### src/logic/xba_pkg.sv
// package for the external bus hold arbiter: modes, states, carriers
// assumes a single 250 MHz clock domain and no software register access
package xba_pkg;

  localparam int unsigned XBA_CLK_MHZ = 250;
  localparam int unsigned XBA_SYNC_STAGES = 2;
  // bus_request_out handshake spacing in ns, then in clock cycles
  localparam int unsigned XBA_BUS_REQUEST_OUT_GAP_NS = 4;
  localparam int unsigned XBA_BUS_REQUEST_OUT_GAP_CYC =
    (XBA_BUS_REQUEST_OUT_GAP_NS * XBA_CLK_MHZ + 999) / 1000;
  localparam int unsigned XBA_MODE_W = 2;

  localparam logic [1:0] XBA_MODE_OFF = 2'h0;
  localparam logic [1:0] XBA_MODE_MASTER = 2'h1;
  localparam logic [1:0] XBA_MODE_SLAVE = 2'h2;
  localparam logic [1:0] XBA_MODE_ALONE = 2'h3;
  localparam logic [1:0] XBA_MODE_RESET = XBA_MODE_MASTER;

  typedef enum logic [2:0] {
    XBA_OWN,      // we own the external bus
    XBA_DRAIN,    // finishing current access before backing off
    XBA_HOLD,     // bus released, partner owns it
    XBA_REQ,      // slave side waiting for acknowledge low
    XBA_RESUME    // acknowledge raised, bus not yet driven
  } xba_state_e;

  // arbitration wires as seen by this device
  typedef struct packed {
    logic hold_n;
    logic hold_acknowledge;
  } xba_arb_in_s;

  // internal request side toward the bus engine
  typedef struct packed {
    logic grant;
    logic error;
    logic drive_en;
  } xba_core_s;

endpackage

### src/logic/xba_arbiter.sv
// external bus hold arbiter of the external bus controller
// assumes: partner on an unrelated clock; access_busy_i from own engine
`timescale 1ns/10ps

module xba_arbiter (
  input wire logic ref_clk_i,
  input wire logic rst_b_i,
  input wire logic [xba_pkg::XBA_MODE_W-1:0] arbitration_mode_field_i,
  input wire logic ext_req_i,
  input wire logic access_busy_i,
  input wire logic hold_n_i,
  input wire logic hold_acknowledge_i,
  output logic hold_acknowledge_o,
  output logic hold_acknowledge_oe_o,
  output logic bus_request_out_n_o,
  output logic ext_grant_o,
  output logic ext_error_o,
  output logic bus_drive_en_o,
  output logic in_hold_o
);
  import xba_pkg::*;

  ////////////////////////////////////////////////////////////////////////
  // input synchronisers; partner may run on any clock
  xba_arb_in_s sync1_q;
  xba_arb_in_s sync2_q;
  xba_arb_in_s prev_q;
  xba_arb_in_s pin_in;

  assign pin_in = '{hold_n: hold_n_i, hold_acknowledge: hold_acknowledge_i};

  always_ff @(posedge ref_clk_i or negedge rst_b_i) begin
    if (!rst_b_i) begin
      sync1_q <= '1;
      sync2_q <= '1;
      prev_q <= '1;
    end else begin
      sync1_q <= pin_in;
      sync2_q <= sync1_q;
      prev_q <= sync2_q;
    end
  end

  wire hold_fall = prev_q.hold_n & ~sync2_q.hold_n;
  wire hold_high = sync2_q.hold_n;
  wire ack_fall = prev_q.hold_acknowledge & ~sync2_q.hold_acknowledge;
  wire ack_high = sync2_q.hold_acknowledge;

  ////////////////////////////////////////////////////////////////////////
  // mode decode
  wire mode_off = arbitration_mode_field_i == XBA_MODE_OFF;
  wire mode_mst = arbitration_mode_field_i == XBA_MODE_MASTER;
  wire mode_slv = arbitration_mode_field_i == XBA_MODE_SLAVE;
  wire mode_alone = arbitration_mode_field_i == XBA_MODE_ALONE;

  ////////////////////////////////////////////////////////////////////////
  // state machine
  xba_state_e state_q;
  xba_state_e state_d;
  logic did_cycle_q;
  logic did_cycle_d;
  logic ack_out_q;
  logic ack_out_d;
  logic bus_request_out_n_q;
  logic bus_request_out_n_d;
  logic [1:0] gap_q;
  logic [1:0] gap_d;
  logic grant_q;
  logic error_q;
  logic drive_q;

  wire owning = state_q == XBA_OWN || state_q == XBA_DRAIN;
  // a cycle counts once an access has run while we own the bus
  wire cycle_done = did_cycle_q && !access_busy_i;

  always_comb begin
    state_d = state_q;
    did_cycle_d = did_cycle_q;
    ack_out_d = ack_out_q;
    bus_request_out_n_d = bus_request_out_n_q;
    gap_d = gap_q;
    if (gap_q != 2'h0) begin
      gap_d = gap_q - 2'h1;
    end
    if (mode_off || mode_alone) begin
      // arbitration wires ignored; state stays own, but the bus is driven in stand-alone mode only
      state_d = XBA_OWN;
      ack_out_d = 1'b1;
      bus_request_out_n_d = 1'b1;
      did_cycle_d = 1'b0;
    end else if (mode_mst) begin
      unique case (state_q)
        XBA_OWN: begin
          bus_request_out_n_d = 1'b1;
          if (!hold_high) begin
            state_d = XBA_DRAIN;
          end
        end
        XBA_DRAIN: begin
          // finish ongoing transfer before backing off
          if (!access_busy_i) begin
            state_d = XBA_HOLD;
            ack_out_d = 1'b0;
            gap_d = 2'(XBA_BUS_REQUEST_OUT_GAP_CYC);
          end else if (hold_high) begin
            state_d = XBA_OWN;
          end
        end
        XBA_HOLD: begin
          if (ext_req_i && gap_q == 2'h0 && !ack_out_q) begin
            bus_request_out_n_d = 1'b0;
          end
          if (hold_high) begin
            ack_out_d = 1'b1;
            state_d = XBA_RESUME;
          end
        end
        XBA_RESUME: begin
          // acknowledge is high now; take bus and drop request on the same next edge
          state_d = XBA_OWN;
          bus_request_out_n_d = 1'b1;
        end
        default: begin
          state_d = XBA_OWN;
        end
      endcase
    end else begin
      unique case (state_q)
        XBA_HOLD: begin
          // both wires high: stay off the bus
          bus_request_out_n_d = 1'b1;
          // wait until the owner has raised its own request
          if (ext_req_i && hold_high) begin
            bus_request_out_n_d = 1'b0;
            state_d = XBA_REQ;
          end
        end
        XBA_REQ: begin
          if (ack_fall || !ack_high) begin
            state_d = XBA_OWN;
            did_cycle_d = 1'b0;
          end
        end
        XBA_OWN: begin
          if (access_busy_i) begin
            did_cycle_d = 1'b1;
          end
          if (hold_high && ack_high) begin
            // owner never granted the bus: back off at once
            state_d = XBA_HOLD;
          end else if (!hold_high && cycle_done) begin
            // owner request honoured after one full access, or at once when we have no need and are idle
            state_d = XBA_DRAIN;
          end else if (!ext_req_i && !access_busy_i && !hold_high) begin
            state_d = XBA_DRAIN;
          end
        end
        XBA_DRAIN: begin
          if (!access_busy_i) begin
            state_d = XBA_HOLD;
            bus_request_out_n_d = 1'b1;
          end
        end
        default: begin
          state_d = XBA_HOLD;
        end
      endcase
    end
  end

  // slave mode reaching own while hold still low without any need
  // would deadlock, so it drains once idle (trade-off above)

  ////////////////////////////////////////////////////////////////////////
  // outputs
  wire grant_d = (mode_alone || (!mode_off && owning)) && ext_req_i;
  wire error_d = mode_off && ext_req_i;
  wire drive_d = !mode_off && (state_d == XBA_OWN || state_d == XBA_DRAIN);

  always_ff @(posedge ref_clk_i or negedge rst_b_i) begin
    if (!rst_b_i) begin
      state_q <= XBA_OWN;
      did_cycle_q <= 1'b0;
      ack_out_q <= 1'b1;
      bus_request_out_n_q <= 1'b1;
      gap_q <= 2'h0;
      grant_q <= 1'b0;
      error_q <= 1'b0;
      drive_q <= 1'b1;
    end else begin
      state_q <= state_d;
      did_cycle_q <= did_cycle_d;
      ack_out_q <= ack_out_d;
      bus_request_out_n_q <= bus_request_out_n_d;
      gap_q <= gap_d;
      grant_q <= grant_d;
      error_q <= error_d;
      drive_q <= drive_d;
    end
  end

  logic ack_oe_q;
  logic hold_flag_q;
  always_ff @(posedge ref_clk_i or negedge rst_b_i) begin
    if (!rst_b_i) begin
      ack_oe_q <= 1'b1;
      hold_flag_q <= 1'b0;
    end else begin
      ack_oe_q <= mode_mst; // acknowledge is an input in slave mode
      hold_flag_q <= state_d == XBA_HOLD || state_d == XBA_REQ;
    end
  end

  assign hold_acknowledge_o = ack_out_q;
  assign hold_acknowledge_oe_o = ack_oe_q;
  assign bus_request_out_n_o = bus_request_out_n_q;
  assign ext_grant_o = grant_q;
  assign ext_error_o = error_q;
  assign bus_drive_en_o = drive_q;
  assign in_hold_o = hold_flag_q;

  ////////////////////////////////////////////////////////////////////////
  // checks
  property p_off_error;
    @(posedge ref_clk_i) disable iff (!rst_b_i)
      mode_off && ext_req_i |=> ext_error_o && !ext_grant_o;
  endproperty
  a_off_error: assert property (p_off_error)
    else $error("off mode access not refused");

  property p_alone_grant;
    @(posedge ref_clk_i) disable iff (!rst_b_i)
      mode_alone && ext_req_i |=> ext_grant_o;
  endproperty
  a_alone_grant: assert property (p_alone_grant)
    else $error("stand-alone access not granted");

  property p_ack_after_release;
    @(posedge ref_clk_i) disable iff (!rst_b_i)
      mode_mst && $fell(hold_acknowledge_o) |-> !bus_drive_en_o;
  endproperty
  a_ack_after_release: assert property (p_ack_after_release)
    else $error("acknowledge low while still driving");

  property p_ack_before_drive;
    @(posedge ref_clk_i) disable iff (!rst_b_i)
      mode_mst && $rose(hold_acknowledge_o) |-> !bus_drive_en_o;
  endproperty
  a_ack_before_drive: assert property (p_ack_before_drive)
    else $error("bus driven before acknowledge high");

  property p_bus_request_out_gap;
    @(posedge ref_clk_i) disable iff (!rst_b_i)
      mode_mst && $fell(hold_acknowledge_o) |-> bus_request_out_n_o;
  endproperty
  a_bus_request_out_gap: assert property (p_bus_request_out_gap)
    else $error("request dropped with acknowledge");

  property p_bus_request_out_release;
    @(posedge ref_clk_i) disable iff (!rst_b_i)
      mode_mst && $rose(hold_acknowledge_o) && !bus_request_out_n_o
      |=> bus_request_out_n_o;
  endproperty
  a_bus_request_out_release: assert property (p_bus_request_out_release)
    else $error("request not raised one cycle after acknowledge");

  property p_slave_hold_tristate;
    @(posedge ref_clk_i) disable iff (!rst_b_i)
      mode_slv && state_q == XBA_HOLD |-> !bus_drive_en_o;
  endproperty
  a_slave_hold_tristate: assert property (p_slave_hold_tristate)
    else $error("slave drives bus in hold");

  property p_slave_bus_request_out_release;
    @(posedge ref_clk_i) disable iff (!rst_b_i)
      mode_slv && $rose(bus_request_out_n_o) |-> !bus_drive_en_o;
  endproperty
  a_slave_bus_request_out_release: assert property (p_slave_bus_request_out_release)
    else $error("request raised before tristate");

  property p_hold_drain;
    @(posedge ref_clk_i) disable iff (!rst_b_i)
      mode_mst && hold_fall && state_q == XBA_OWN |=> state_q == XBA_DRAIN;
  endproperty
  a_hold_drain: assert property (p_hold_drain)
    else $error("hold request not taken in master mode");

  property p_bus_request_out_early;
    @(posedge ref_clk_i) disable iff (!rst_b_i)
      mode_mst && $fell(bus_request_out_n_o) |-> !$past(hold_acknowledge_o);
  endproperty
  a_bus_request_out_early: assert property (p_bus_request_out_early)
    else $error("request lowered too soon after acknowledge");

  property p_slave_need;
    @(posedge ref_clk_i) disable iff (!rst_b_i)
      mode_slv && $fell(bus_request_out_n_o) |-> $past(ext_req_i);
  endproperty
  a_slave_need: assert property (p_slave_need)
    else $error("slave requested bus without a pending transfer");

  property p_slave_wait_owner;
    @(posedge ref_clk_i) disable iff (!rst_b_i)
      mode_slv && $fell(bus_request_out_n_o) |-> $past(hold_high);
  endproperty
  a_slave_wait_owner: assert property (p_slave_wait_owner)
    else $error("slave requested before owner released its request");

  property p_slave_take;
    @(posedge ref_clk_i) disable iff (!rst_b_i)
      mode_slv && state_q == XBA_REQ && !ack_high |=> bus_drive_en_o;
  endproperty
  a_slave_take: assert property (p_slave_take)
    else $error("slave did not take the bus after acknowledge");

  property p_slave_keep;
    @(posedge ref_clk_i) disable iff (!rst_b_i)
      mode_slv && state_q == XBA_OWN && access_busy_i && !ack_high
      |=> bus_drive_en_o;
  endproperty
  a_slave_keep: assert property (p_slave_keep)
    else $error("slave left the bus during its own access");

  property p_slave_idle;
    @(posedge ref_clk_i) disable iff (!rst_b_i)
      mode_slv && state_q == XBA_HOLD && !ext_req_i |=> bus_request_out_n_o;
  endproperty
  a_slave_idle: assert property (p_slave_idle)
    else $error("slave request low with no external need");

endmodule // xba_arbiter

### config.mk
export PLATFORM = sky130hd
export DESIGN_NAME = xba_arbiter
export DESIGN_NICKNAME = d
export VERILOG_FILES = /design/src/logic/xba_pkg.sv /design/src/logic/xba_arbiter.sv
export SDC_FILE = /design/constraint.sdc
export NUM_CORES = 1
export LEC_CHECK = 0
export ABC_AREA = 0
export BUFFER_PORTS_ARGS = -buffer_cell sky130_fd_sc_hd__buf_2
export CAP_MARGIN = 20
export CORE_UTILIZATION = 57
export DETAILED_ROUTE_END_ITERATION = 8
export GPL_ROUTABILITY_DRIVEN = 0
export GPL_TIMING_DRIVEN = 0
export HOLD_SLACK_MARGIN = 0.12
export PLACE_DENSITY_LB_ADDON = 0.05
export SYNTH_ARGS = -nofsm -noshare
export SYNTH_HDL_FRONTEND = slang
export SYNTH_SLANG_ARGS = --single-unit
export TNS_END_PERCENT = 10
### constraint.sdc
create_clock -name ref_clk_i -period 2.52 [get_ports ref_clk_i]
set_input_delay 0.378 -clock ref_clk_i [delete_from_list [all_inputs] [get_ports ref_clk_i]]
set_output_delay 0.378 -clock ref_clk_i [all_outputs]
set_load 0.02 [all_outputs]
; Word level (Yosys, flattened, before mapping)
; Index checks and enable logic that the tools add are counted.
[word_totals]
ff_bits = 18
word_cells = 108
[op_classes]
add_sub_neg = 1
eq_ne = 17
n_mux = 36
n_bitwise = 2
n_reduce_logical = 37
[op_table]
columns = operator, count
row1 = 2-to-1 mux 3 bit, 12
row2 = 2-to-1 mux 1 bit, 13
row3 = "== test 3 x 2 -> 1 bit, second input constant", 4
row4 = logical AND 1 bit, 12
row5 = case mux 3 bit (4 select lines), 1
row6 = AND reduction 4 bit, 3
row7 = 2-to-1 mux 2 bit, 5
row8 = case mux 3 bit (3 select lines), 1
row9 = case mux 1 bit (2 select lines), 4
row10 = "== test 3 x 1 -> 1 bit, second input constant", 2
row11 = logical NOT 1 bit, 6
row12 = logical NOT 3 bit, 2
row13 = logical OR 1 bit, 6
row14 = "!= test 3 x 2 -> 1 bit, second input constant", 2
row15 = "!= test 3 bit, second input constant", 2
row16 = nonzero test 3 bit, 2
row17 = logical NOT 2 bit, 2
row18 = "!= test 4 x 2 -> 1 bit, second input constant", 1
row19 = "!= test 4 x 3 -> 1 bit, second input constant", 1
row20 = "!= test 4 bit, second input constant", 1
row21 = nonzero test 2 bit, 2
row22 = nonzero test 4 bit, 1
row23 = "== test 3 bit, second input constant", 1
row24 = "== test 2 x 1 -> 1 bit, second input constant", 1
row25 = other kinds (6), 6

; Longest topological paths before layout
; Gate-level depths: netlist of run 1.
[logic_depth]
depth_word = 12
ltp_mapped = 6
ltp_nobuf = 6

; Worst setup path before layout of run 1
; OpenSTA, ideal clock, no wires.
[synth_timing]
path_type = input to register
startpoint = input port arbitration_mode_field_i[1] in the netlist's numbering
endpoint = register bus_request_out_n_q, in the netlist bus_request_out_n_o
setup_ns = 0.075
arrival_time_ns = 1.388
required_time_ns = 2.445
path_slack_ns = 1.057
path_stages = 6
cell_sequence = inv_1 -> ha_1 -> buf_2 -> nor3_1 -> o32ai_1 -> mux2i_1
[synth_via]
elab_cells_between_ends = 11
[synth_lines]
columns = item, line_no
row1 = start: declaration, xba_arbiter.sv:8  ; input wire logic [xba_pkg::XBA_MODE_W-1:0] arbitration_mode_field_i,
row2 = == test 2 x 1 -> 1 bit (*), xba_arbiter.sv:52  ; wire mode_mst = arbitration_mode_field_i == XBA_MODE_MASTER;
row3 = named net mode_mst, xba_arbiter.sv:52
row4 = "!= test 4 bit (no source line), or another cell as far along", --
row5 = AND reduction 4 bit (no source line) / 2-to-1 mux 1 bit (equally long branches), --
row6 = end signal: assignment, xba_arbiter.sv:194  ; bus_request_out_n_q <= bus_request_out_n_d;
row7 = end: declaration, xba_arbiter.sv:64  ; logic bus_request_out_n_q;
; Mark *: on every way through the listed nets, which the timed path passes. The rest lies on a longest branch.
; A chain may end at the register's enable or synchronous reset.

; Worst setup path in the final report of run 1
; Ends and elaborated chain as after synthesis.

==> key figures, run 1 <==
Run status
  • Status: completed

Die
  • FP Rows: 13
  • Initial Util: ~64%
  • IO Pins: 15
  • Core area: between 0.001 and 0.0015 mm^2
  • Die area: between 0.0015 and 0.002 mm^2
  • Die Ht: around 41 um
  • Die Width: just over 40 um

Place
  • Pre-CTS setup slack: 0.7368 ns
  • Hpwl dp: between 1000 and 1500 um
  • PortBufs: 14
  • Area post-placement: around 960 um^2

Setup path
  • Worst Path Buf+Inv: 3
  • Cells along the critical path: buf_2 -> inv_1 -> ha_1 -> buf_2 -> nor3_1 -> o32ai_1 -> mux2i_1
  • Crit path max fanout: 10
  • Reg2Reg Setup Slack: 1.04 ns
  • Critical setup path kind: in -> reg
  • Worst Reg2Reg Path Length in Cells: 4
  • Reg2reg start: state_q[1]$_DFF_PN0_
  • FF-to-FF End: bus_drive_en_o$_DFF_PN1_
  • Critical path's slowest cell: o32ai_1
  • Max incr delay on CP: between 0.3 and 0.4 ns
  • Critical Path Sink Type: flip-flop
  • CP arrival: 1.73 ns
  • Most frequent CP cell: buf_2
  • Worst Path Required: around 2.8 ns
  • Startpoint class of the critical path: primary input
  • Cell family with most CP delay: buffers and inverters

Min path
  • Cell depth of the worst hold path: 1
  • Hold endpoint: sync1_q[0]$_DFF_PN1_
  • Hold Path Class: in -> reg
  • HP Start: hold_acknowledge_i

Finish
  • Max reg flops: 3
  • Fin util: between 70% and 80%
  • Largest regs: state_q: 3 flops, gap_q: 2 flops, sync1_q: 2 flops
  • Fraction of layout cells with a size suffix above 1: between 30% and 40%
  • Largest register by flop count: state_q
  • Ant diodes: 0
  • Nets: roughly 110
  • Synth-to-layout area growth: 14.33%
  • Post-route cell area: 998.5 um^2

STA
  • Unrepaired setup endpoints after global routing: false
  • Setup TNS: 0 ns
  • Worst-margin pin slew: 0.3903 ns
  • Fin crit share: between 50% and 60%
  • Final Hold Fails: 0
  • Rel. slew slack: about three quarters
  • Fin crit period: around 1.5 ns
  • Finish-stage setup viols: 0
  • Min Hold Slack: ~0.18 ns
  • Fin. max-slew vios: 0
  • Fmax: around 0.66 GHz
  • Fin Clk Skew: approximately 0.0053 ns
  • Setup WS post-layout: a little over 1 ns

Routing
  • Starting DRT DRC Count: 20
  • DRT Wirelength: ~1700 um
  • Number of vias per cell: roughly 6
  • # DRC: 0
  • Post-DR wirelength/cell: about 15 um
  • Pre-Repair DR Iteration Count: 4
  • Antenna-violating nets left: 0
  • DR vias: between 600 and 700

CTS
  • CTS Buffer Depth: 2
  • Num CTS Buffers: 3
  • # clock sinks: 17
  • CTS resizes: 0
  • CTS tree: built
  • H-tree levels: 1
  • Clk slew on worst S/H paths: ~0.09 ns
  • Root buf cell: clkbuf_4
  • Hold_buf cts: 1
  • Post CTS Setup Buffer Count: 0
  • Worst-skew pair later-pin latency: a little under 0.3 ns

Yosys
  • Yosys cell types: 35
  • Synth warnings: 0
  • Syn Area/Cell: around 11 um^2
  • Synthesized Nets: between 90 and 100
  • Mapped cell area: between 800 and 900 um^2
  • Dominant cells by area after synthesis: dfrtp_1 (26%), dfstp_2 (24%), ha_1 (5.7%)
  • Ys async rst share: 100.0%
  • Synth Flop Type: dfrtp_1
  • Area share of the largest cell type after synthesis: between 20% and 30%
  • Cells after Synth: 81
  • Sequential area share after synthesis: roughly 50%
  • Number of synthesized flops with an enable pin: 0
  • Cell taking the most area after synthesis: dfrtp_1
  • #FFs+latches synth: 17

Global route
  • First-pass GRT wire length: 2532 um
  • Initial antenna violation count: 0
  • Pin count of the biggest net entering global routing: 18
  • Vias in the first global route: around 580
  • GR Util All Layers: roughly 25%
  • Overflow after GRT: 0

Power and ir drop
  • PD cells: 612.6 mW/mm^2
  • Lkg Pwr: 0.4633 nW
  • VDD IR max: 0.4480 mV

Run
  • Max Cap Viol: 0
## stage by stage
stage                     std cells  total power [W]
after floorplan                  81        0.0004286
after global placement          110        0.0004695
after detailed placement        110        0.0004735
after CTS                       115        0.0006190
after global routing            115        0.0006518
final                           115        0.0006116
## how the worst max path moves through the flow
stage | startpoint | end | slack, ns | depth (start not counted)
after CTS | arbitration_mode_field_i[1] | bus_request_out_n_o$_DFFE_PN1P_ | 1.05 | 7
after detailed placement | arbitration_mode_field_i[1] | bus_request_out_n_o$_DFFE_PN1P_ | 0.74 | 7
after global routing | state_q[2]$_DFF_PN0_ | bus_request_out_n_o$_DFFE_PN1P_ | 0.92 | 4
after floorplan | arbitration_mode_field_i[1] | bus_request_out_n_o$_DFFE_PN1P_ | 1.06 | 6
final | arbitration_mode_field_i[1] | bus_request_out_n_o$_DFFE_PN1P_ | 1.01 | 7
after global placement | arbitration_mode_field_i[1] | bus_request_out_n_o$_DFFE_PN1P_ | 0.78 | 7
## worst reg2reg max path: stages (launching register included)
cell and delay (ns):
dfrtp_1 0.44, nor3b_1 0.40, o21bai_1 0.18, a221oi_2 0.35
nor3_2 0.07
## layout by cell type, fill, tap and decap left out, types with 2 or more instances in the layout
cell type,count
nor2b_1,3
inv_1,6
ha_1,4
dfstp_2,8
buf_2,15
clkbuf_1,2
nor2_1,4
mux2i_1,2
o21ai_0,2
buf_4,2
o32ai_1,2
o41ai_1,2
a21oi_1,7
clkbuf_4,3
and3_1,2
nand2b_1,4
dfrtp_1,9
nor3_1,4
## area by class of cell
class / count / area, um^2
Inverter: 6 / 22.52
Clock buffer: 4 / 26.28
Timing Repair Buffer: 15 / 80.08
Fill cell: 99 / 367.9
Sequential cell: 17 / 435.4
Multi-Input combinational cell: 54 / 391.6
Tap cell: 15 / 18.77
Buffer: 4 / 23.77
## where the power goes
part / internal [W] / switching [W]
logic: 0.0000624 / 0.0000886
clock network: 0.0000617 / 0.0000782
registers: 0.000305 / 0.0000152
## Yosys cell counts, types with 2 or more instances
library cell  number
a21oi_1            7
and3_1             2
buf_4              2
dfrtp_1            9
dfstp_2            8
ha_1               4
inv_1              6
mux2i_1            2
nand2b_1           4
nor2_1             4
nor2b_1            3
nor3_1             4
o21ai_0            2
o32ai_1            2
o41ai_1            2
## cells by family (layout without fill, tap and decap cells)
family / Yosys count / count (layout) / share of synthesized area (%)
adder cells (fa/ha/maj): 4 / 4 / 5.731
AND/OR/NAND/NOR: 28 / 28 / 20.49
flip-flops: 17 / 17 / 49.86
AO/OA/AOI/OAI: 20 / 20 / 16.33
buffers and inverters: 10 / 29 / 5.299
multiplexers: 2 / 2 / 2.292
## layer usage
layer	GRT usage, %	vias to the layer above	wire length (um)
li1	-	331	-
met1	32.30	319	787
met2	34.38	33	740
met3	7.609	8	110
met4	18.55	0	58
met5	0	-	0
No activity file was read; power rests on OpenSTA's default activity.
==> inputs of run 2 (changes only) <==
CORE_UTILIZATION = 48   (was 57)
clock period = 1.2 ns   (was 2.52 ns; I/O delays follow)
==> run 2 against run 1 <==
Against the previous run: the flow now finishes with violations (negative setup slack); total power grew 130%; setup slack lost 1.2 ns; routed wire length grew 9.4%; largest power group unchanged.
==> key figures, run 2 (same netlist as run 1, synthesis figures left out) <==
Run status
  • Status: finished with violations
  • Failing checks: negative setup slack

Finish
  • Fraction of layout cells with a size suffix above 1: 44.76%
  • Post-route cell area: 0.001142 mm^2
  • Fillcell total: 144
  • Synth-to-layout area growth: 30.80%
  • Commonest non-fill, non-tap cell in the layout: buf_2
  • Layout Cells excl Fill: 130
  • Ant diodes: 0
  • Largest regs: state_q: 3 flops, gap_q: 2 flops, sync1_q: 2 flops
  • Most frequent cells in the layout: buf_2 (14), dfstp_2 (8), dfrtp_1 (8), inv_1 (6), a21oi_1 (6)
  • Max reg flops: 3
  • Nets: between 100 and 150
  • Largest register by flop count: state_q

Global route
  • Pin count of the biggest net entering global routing: 18
  • Vias in the first global route: between 600 and 700
  • Grt met2 use: 34.71%
  • Met3 Use GR: around 2.9%
  • Overflow after GRT: 0
  • GR Util All Layers: 20.81%
  • Top Usage Layer GRT: met2
  • First-pass GRT wire length: 2967 um
  • Met1 usage: a little over a quarter
  • Initial antenna violation count: 0

Place
  • Hpwl dp: around 1200 um
  • Placed insts: 120
  • PortBufs: 14
  • Area post-placement: between 0.001 and 0.0015 mm^2

STA
  • Finish-stage setup viols: 7
  • Final Hold Fails: 0
  • Setup WS post-layout: -0.1572 ns
  • Worst-margin pin slew: ~0.38 ns
  • Unrepaired setup endpoints after global routing: true
  • Fin. max-slew vios: 0
  • Rel. slew slack: around three quarters
  • Fmax: about 0.74 GHz
  • Min Hold Slack: 0.1519 ns
  • Fin Clk Skew: about 0.0049 ns
  • Fin crit period: ~1.4 ns
  • Fin crit share: 113.1%

Setup path
  • Critical path's slowest cell: dfrtp_2
  • Critical Path Sink Type: flip-flop
  • Reg2Reg Setup Slack: -0.16 ns
  • Worst Path Buf+Inv: 0
  • Worst Path Required: around 1.4 ns
  • FF-to-FF End: bus_request_out_n_o$_DFFE_PN1P_
  • CP Depth: 4
  • CP arrival: between 1.5 and 2 ns
  • Cell family with most CP delay: simple AND/OR/NAND/NOR gates
  • Cells along the critical path: or3b_4 -> nor3_4 -> o32ai_2 -> mux2i_1
  • Max incr delay on CP: 0.48 ns
  • Worst setup path end: bus_request_out_n_o$_DFFE_PN1P_
  • Crit path max fanout: 6
  • Reg2reg start: state_q[1]$_DFF_PN0_
  • CP startpoint: state_q[1]$_DFF_PN0_
  • Worst Reg2Reg Path Length in Cells: 4
  • Startpoint class of the critical path: flip-flop
  • Critical setup path kind: reg -> reg

Die
  • Die area: 0.001994 mm^2
  • Die Width: between 40 and 50 um
  • IO Pins: 15
  • Die Ht: approximately 45 um
  • Initial Util: 51.14%
  • Core area: around 0.0017 mm^2
  • FP Rows: 15

Run
  • Max Cap Viol: 0

CTS
  • H-tree levels: 1
  • Num CTS Buffers: 3
  • CTS Buffer Depth: 2
  • # clock sinks: 17
  • Root buf cell: clkbuf_4
  • Worst-skew pair later-pin latency: roughly 0.30 ns
  • Clk slew on worst S/H paths: roughly 0.11 ns
  • CTS tree: built

Routing
  • Post-DR wirelength/cell: ~14 um
  • DRT Wirelength: around 1900 um
  • Antenna-violating nets left: 0
  • Pre-Repair DR Iteration Count: 4
  • Number of vias per cell: roughly 5.5
  • # DRC: 0
  • DR vias: 714
  • Starting DRT DRC Count: 27

Power and ir drop
  • PD cells: 1234 mW/mm^2
  • Power Total: 0.001410 W
  • VDD IR max: approximately 0.77 mV
  • Lkg Pwr: 0.5112 nW

Min path
  • Hold Path Class: in -> reg
==> run 2: routing by layer <==
layer	vias to the layer above	routed length (um)
li1	339	-
met2	32	881
met5	-	0
met3	6	106
met1	337	821
met4	0	46
==> run 2: through the flow <==
step / util [%] / setup TNS [ns] / setup WS (ns)
after CTS: 64.40 / -0.8315 / -0.1731
after floorplan: - / -0.07950 / -0.03567
after detailed placement: 59.41 / -1.606 / -0.3004
after global placement: 59.41 / -1.494 / -0.3068
after global routing: 66.89 / -1.225 / -0.2273
final: 66.89 / -0.6534 / -0.1572
==> run 2: how the worst min path moves through the flow <==
stage	from	end	slack, ns	depth (start not counted)
2_1_floorplan	rst_b_i	did_cycle_q$_DFFE_PN0P_	-0.12	0
5_1_grt	ext_req_i	ext_error_o$_DFF_PN0_	0.16	2
4_1_cts	ext_req_i	ext_error_o$_DFF_PN0_	0.14	2
6_report	ext_req_i	ext_error_o$_DFF_PN0_	0.15	2
3_5_place_dp	rst_b_i	state_q[1]$_DFF_PN0_	0.12	1
3_3_place_gp	rst_b_i	state_q[1]$_DFF_PN0_	0.11	1
==> run 2: report_power, final <==
part           switching (W)  leakage (nW)  internal, W  total [W]
clock               0.000200        0.0139     0.000127   0.000327
sequential         0.0000381         0.203     0.000642   0.000681
combinational       0.000212         0.294     0.000190   0.000402
total               0.000450         0.511     0.000959    0.00141
==> run 2: worst register-to-register path, cell delays in order, from the launching register on <==
cell and delay, ns:
dfrtp_2 0.48, or3b_4 0.42, nor3_4 0.13, o32ai_2 0.10
mux2i_1 0.17
==> run 2: cell type report <==
cell class	count	area, um^2	area share (%)
multi-input cells	54	460.4	40.31
flip-flops and latches	17	436.7	38.23
repair buffers	20	126.4	11.06
plain buffers	4	35.03	3.067
well taps	25	31.28	2.738
clock buffers	3	22.52	1.972
inverters	6	22.52	1.972
clock inverters	1	7.507	0.6572
==> run 2: repair_timing <==
action                                  in CTS  in global routing
pin swaps                                    1                  3
gates resized for setup                      8                  5
hold buffers                                 3                  0
gates cloned                                 0                  1
setup buffers                                0                  2
endpoints found under the hold margin       19                  0
endpoints found under the setup margin      10                  9
==> inputs of run 3 (changes only) <==
PLACE_DENSITY = 0.75   (was not set)
PLACE_DENSITY_LB_ADDON = not set   (was 0.05)
==> run 3 against run 2 <==
Against the previous run: cell count decreased by 2.3%; via count decreased by 0.56%; sequential power about the same; sequential share of layout area increased by 0.17 points; critical path depth unchanged; the flow still finishes with violations (negative setup slack); first-iteration DRC count decreased by 37%; combinational power about the same; critical path type unchanged.
==> key figures, run 3 (same netlist as run 1, synthesis figures left out) <==
Die
  • FP Rows: 15
  • Die area: 0.001994 mm^2
  • Die Ht: between 40 and 50 um
  • IO Pins: 15
  • Die Width: 44.66 um
  • Initial Util: ~51%
  • Core area: roughly 0.0017 mm^2

Routing
  • Pre-Repair DR Iteration Count: 4
  • Post-DR wirelength/cell: about 16 um
  • # DRC: 0
  • Antenna-violating nets left: 0
  • DR vias: 710
  • Starting DRT DRC Count: 17
  • DRT Wirelength: between 2000 and 2500 um
  • Number of vias per cell: between 5 and 6

Setup path
  • Critical setup path kind: reg -> reg
  • CP arrival: 1.63 ns
  • Worst Path Required: between 1 and 1.5 ns
  • Startpoint class of the critical path: flip-flop
  • Most frequent CP cell: a21oi_2
  • Crit path max fanout: 5
  • Max incr delay on CP: ~0.47 ns
  • Critical path's slowest cell: dfrtp_2
  • Critical Path Sink Type: flip-flop
  • Cells along the critical path: or3b_4 -> a21oi_2 -> o32ai_2 -> a21oi_2

Global route
  • Overflow after GRT: 0
  • Initial antenna violation count: 0
  • Pin count of the biggest net entering global routing: 18
  • GR Util All Layers: approximately a fifth
  • Vias in the first global route: 667
  • First-pass GRT wire length: about 3000 um

Min path
  • Hold Path Class: in -> reg

STA
  • Rel. slew slack: 72.34%
  • Finish-stage setup viols: 6
  • Setup WS post-layout: -0.2172 ns
  • Fin Clk Skew: 0.008224 ns
  • Fin crit share: 118.1%
  • Min Hold Slack: about 0.20 ns
  • Worst-margin pin slew: between 0.4 and 0.5 ns
  • Fin. max-slew vios: 0
  • Unrepaired setup endpoints after global routing: true
  • Final Hold Fails: 0
  • Fmax: slightly above 0.7 GHz
  • Fin crit period: roughly 1.4 ns

Finish
  • Ant diodes: 0
  • Largest regs: state_q: 3 flops, gap_q: 2 flops, sync1_q: 2 flops
  • Max reg flops: 3
  • Fraction of layout cells with a size suffix above 1: 47.06%
  • Largest register by flop count: state_q
  • Synth-to-layout area growth: 30.23%
  • Nets: around 120
  • Commonest non-fill, non-tap cell in the layout: buf_2
  • Most frequent cells in the layout: buf_2 (13), dfstp_2 (8), dfrtp_1 (8), inv_1 (6)
  • Fin util: about 67%

Power and ir drop
  • PD cells: approximately 1200 mW/mm^2
  • VDD IR max: 1.009 mV
  • Lkg Pwr: roughly 0.5 nW

CTS
  • CTS Buffer Depth: 2
  • Num CTS Buffers: 3
  • Worst-skew pair later-pin latency: just under 0.3 ns
  • # clock sinks: 17
  • CTS tree: built
  • Clk slew on worst S/H paths: 0.10 ns
  • Root buf cell: clkbuf_4
  • H-tree levels: 1

Place
  • Hpwl dp: 1284 um
  • PortBufs: 14

Run status
  • Status: finished with violations
  • Failing checks: negative setup slack

Run
  • Max Cap Viol: 0
run 3: cell types whose count changed in the layout (fill, tap and decap cells not counted), sizes merged:
cell / before / now
buf: 20 / 17
clkbuf: 4 / 5
clkinvlp: 1 / 0
run 3: layout make-up:
class                      count  area, um^2
clock buffer                   4       26.28
fill                         128       570.5
inverter                       6       22.52
timing repair buffer          17       106.4
sequential                    17       436.7
multi-input combinational     54       480.5
tap                           25       31.28
buffer                         4       33.78
run 3: what timing repair did:
item | 4_1_cts | 5_1_grt
buffers inserted | 0 | 0
gates resized for setup | 9 | 8
pin swaps | 3 | 1
hold buffers | 3 | 0
endpoints found under the setup margin | 10 | 9
endpoints found under the hold margin | 19 | 0
run 3: worst max-delay path: cells and delay by family (launching register included):
kind,cells,cell delay [ns]
flops,1,0.47
simple gates,1,0.43
compound gates,3,0.42
run 3: report_power, final:
part           leakage, nW  internal [W]  total [W]  switching (W)
Combinational        0.284      0.000177   0.000401       0.000224
Sequential           0.203      0.000643   0.000680      0.0000373
Clock               0.0150      0.000129   0.000308       0.000179
run 3: final timing paths:
| kind | start | depth (start not counted) | end | slack [ns] |
|---|---|---|---|---|
| worst max-delay path | state_q[1]$_DFF_PN0_ | 4 | hold_acknowledge_o$_DFFE_PN1P_ | -0.22 |
| worst min-delay path | ext_req_i | 3 | ext_grant_o$_DFF_PN0_ | 0.20 |
| worst max register to register | state_q[1]$_DFF_PN0_ | 4 | hold_acknowledge_o$_DFFE_PN1P_ | -0.22 |
| worst min register to register | sync1_q[1]$_DFF_PN1_ | 0 | hold_high$_DFF_PN1_ | 0.36 |
| max in group asynchronous | rst_b_i | 2 | sync1_q[1]$_DFF_PN1_ | 0.56 |
| min in group asynchronous | rst_b_i | 2 | in_hold_o$_DFF_PN0_ | 0.32 |
run 3: routing by layer:
metal	part of all wire, %	global-route usage [%]	vias to the layer above
met4	2.2	10.30	0
met2	50	36.18	23
met3	3.3	2.449	6
li1	-	-	335
met1	45	25.90	346
met5	0	0	-
run 3: through the flow:
stage | total power, W | area, um^2 | setup WS (ns) | TNS, ns | cells
floorplan | 0.0009270 | 913.4 | -0.03567 | -0.07950 | 81
global placement | 0.001015 | 1015 | -0.2864 | -1.437 | 120
detailed placement | 0.001025 | 1015 | -0.2986 | -1.771 | 120
CTS | 0.001354 | 1101 | -0.1993 | -0.9261 | 127
global route | 0.001446 | 1137 | -0.2725 | -1.395 | 127
finish | 0.001390 | 1137 | -0.2172 | -0.9846 | 127
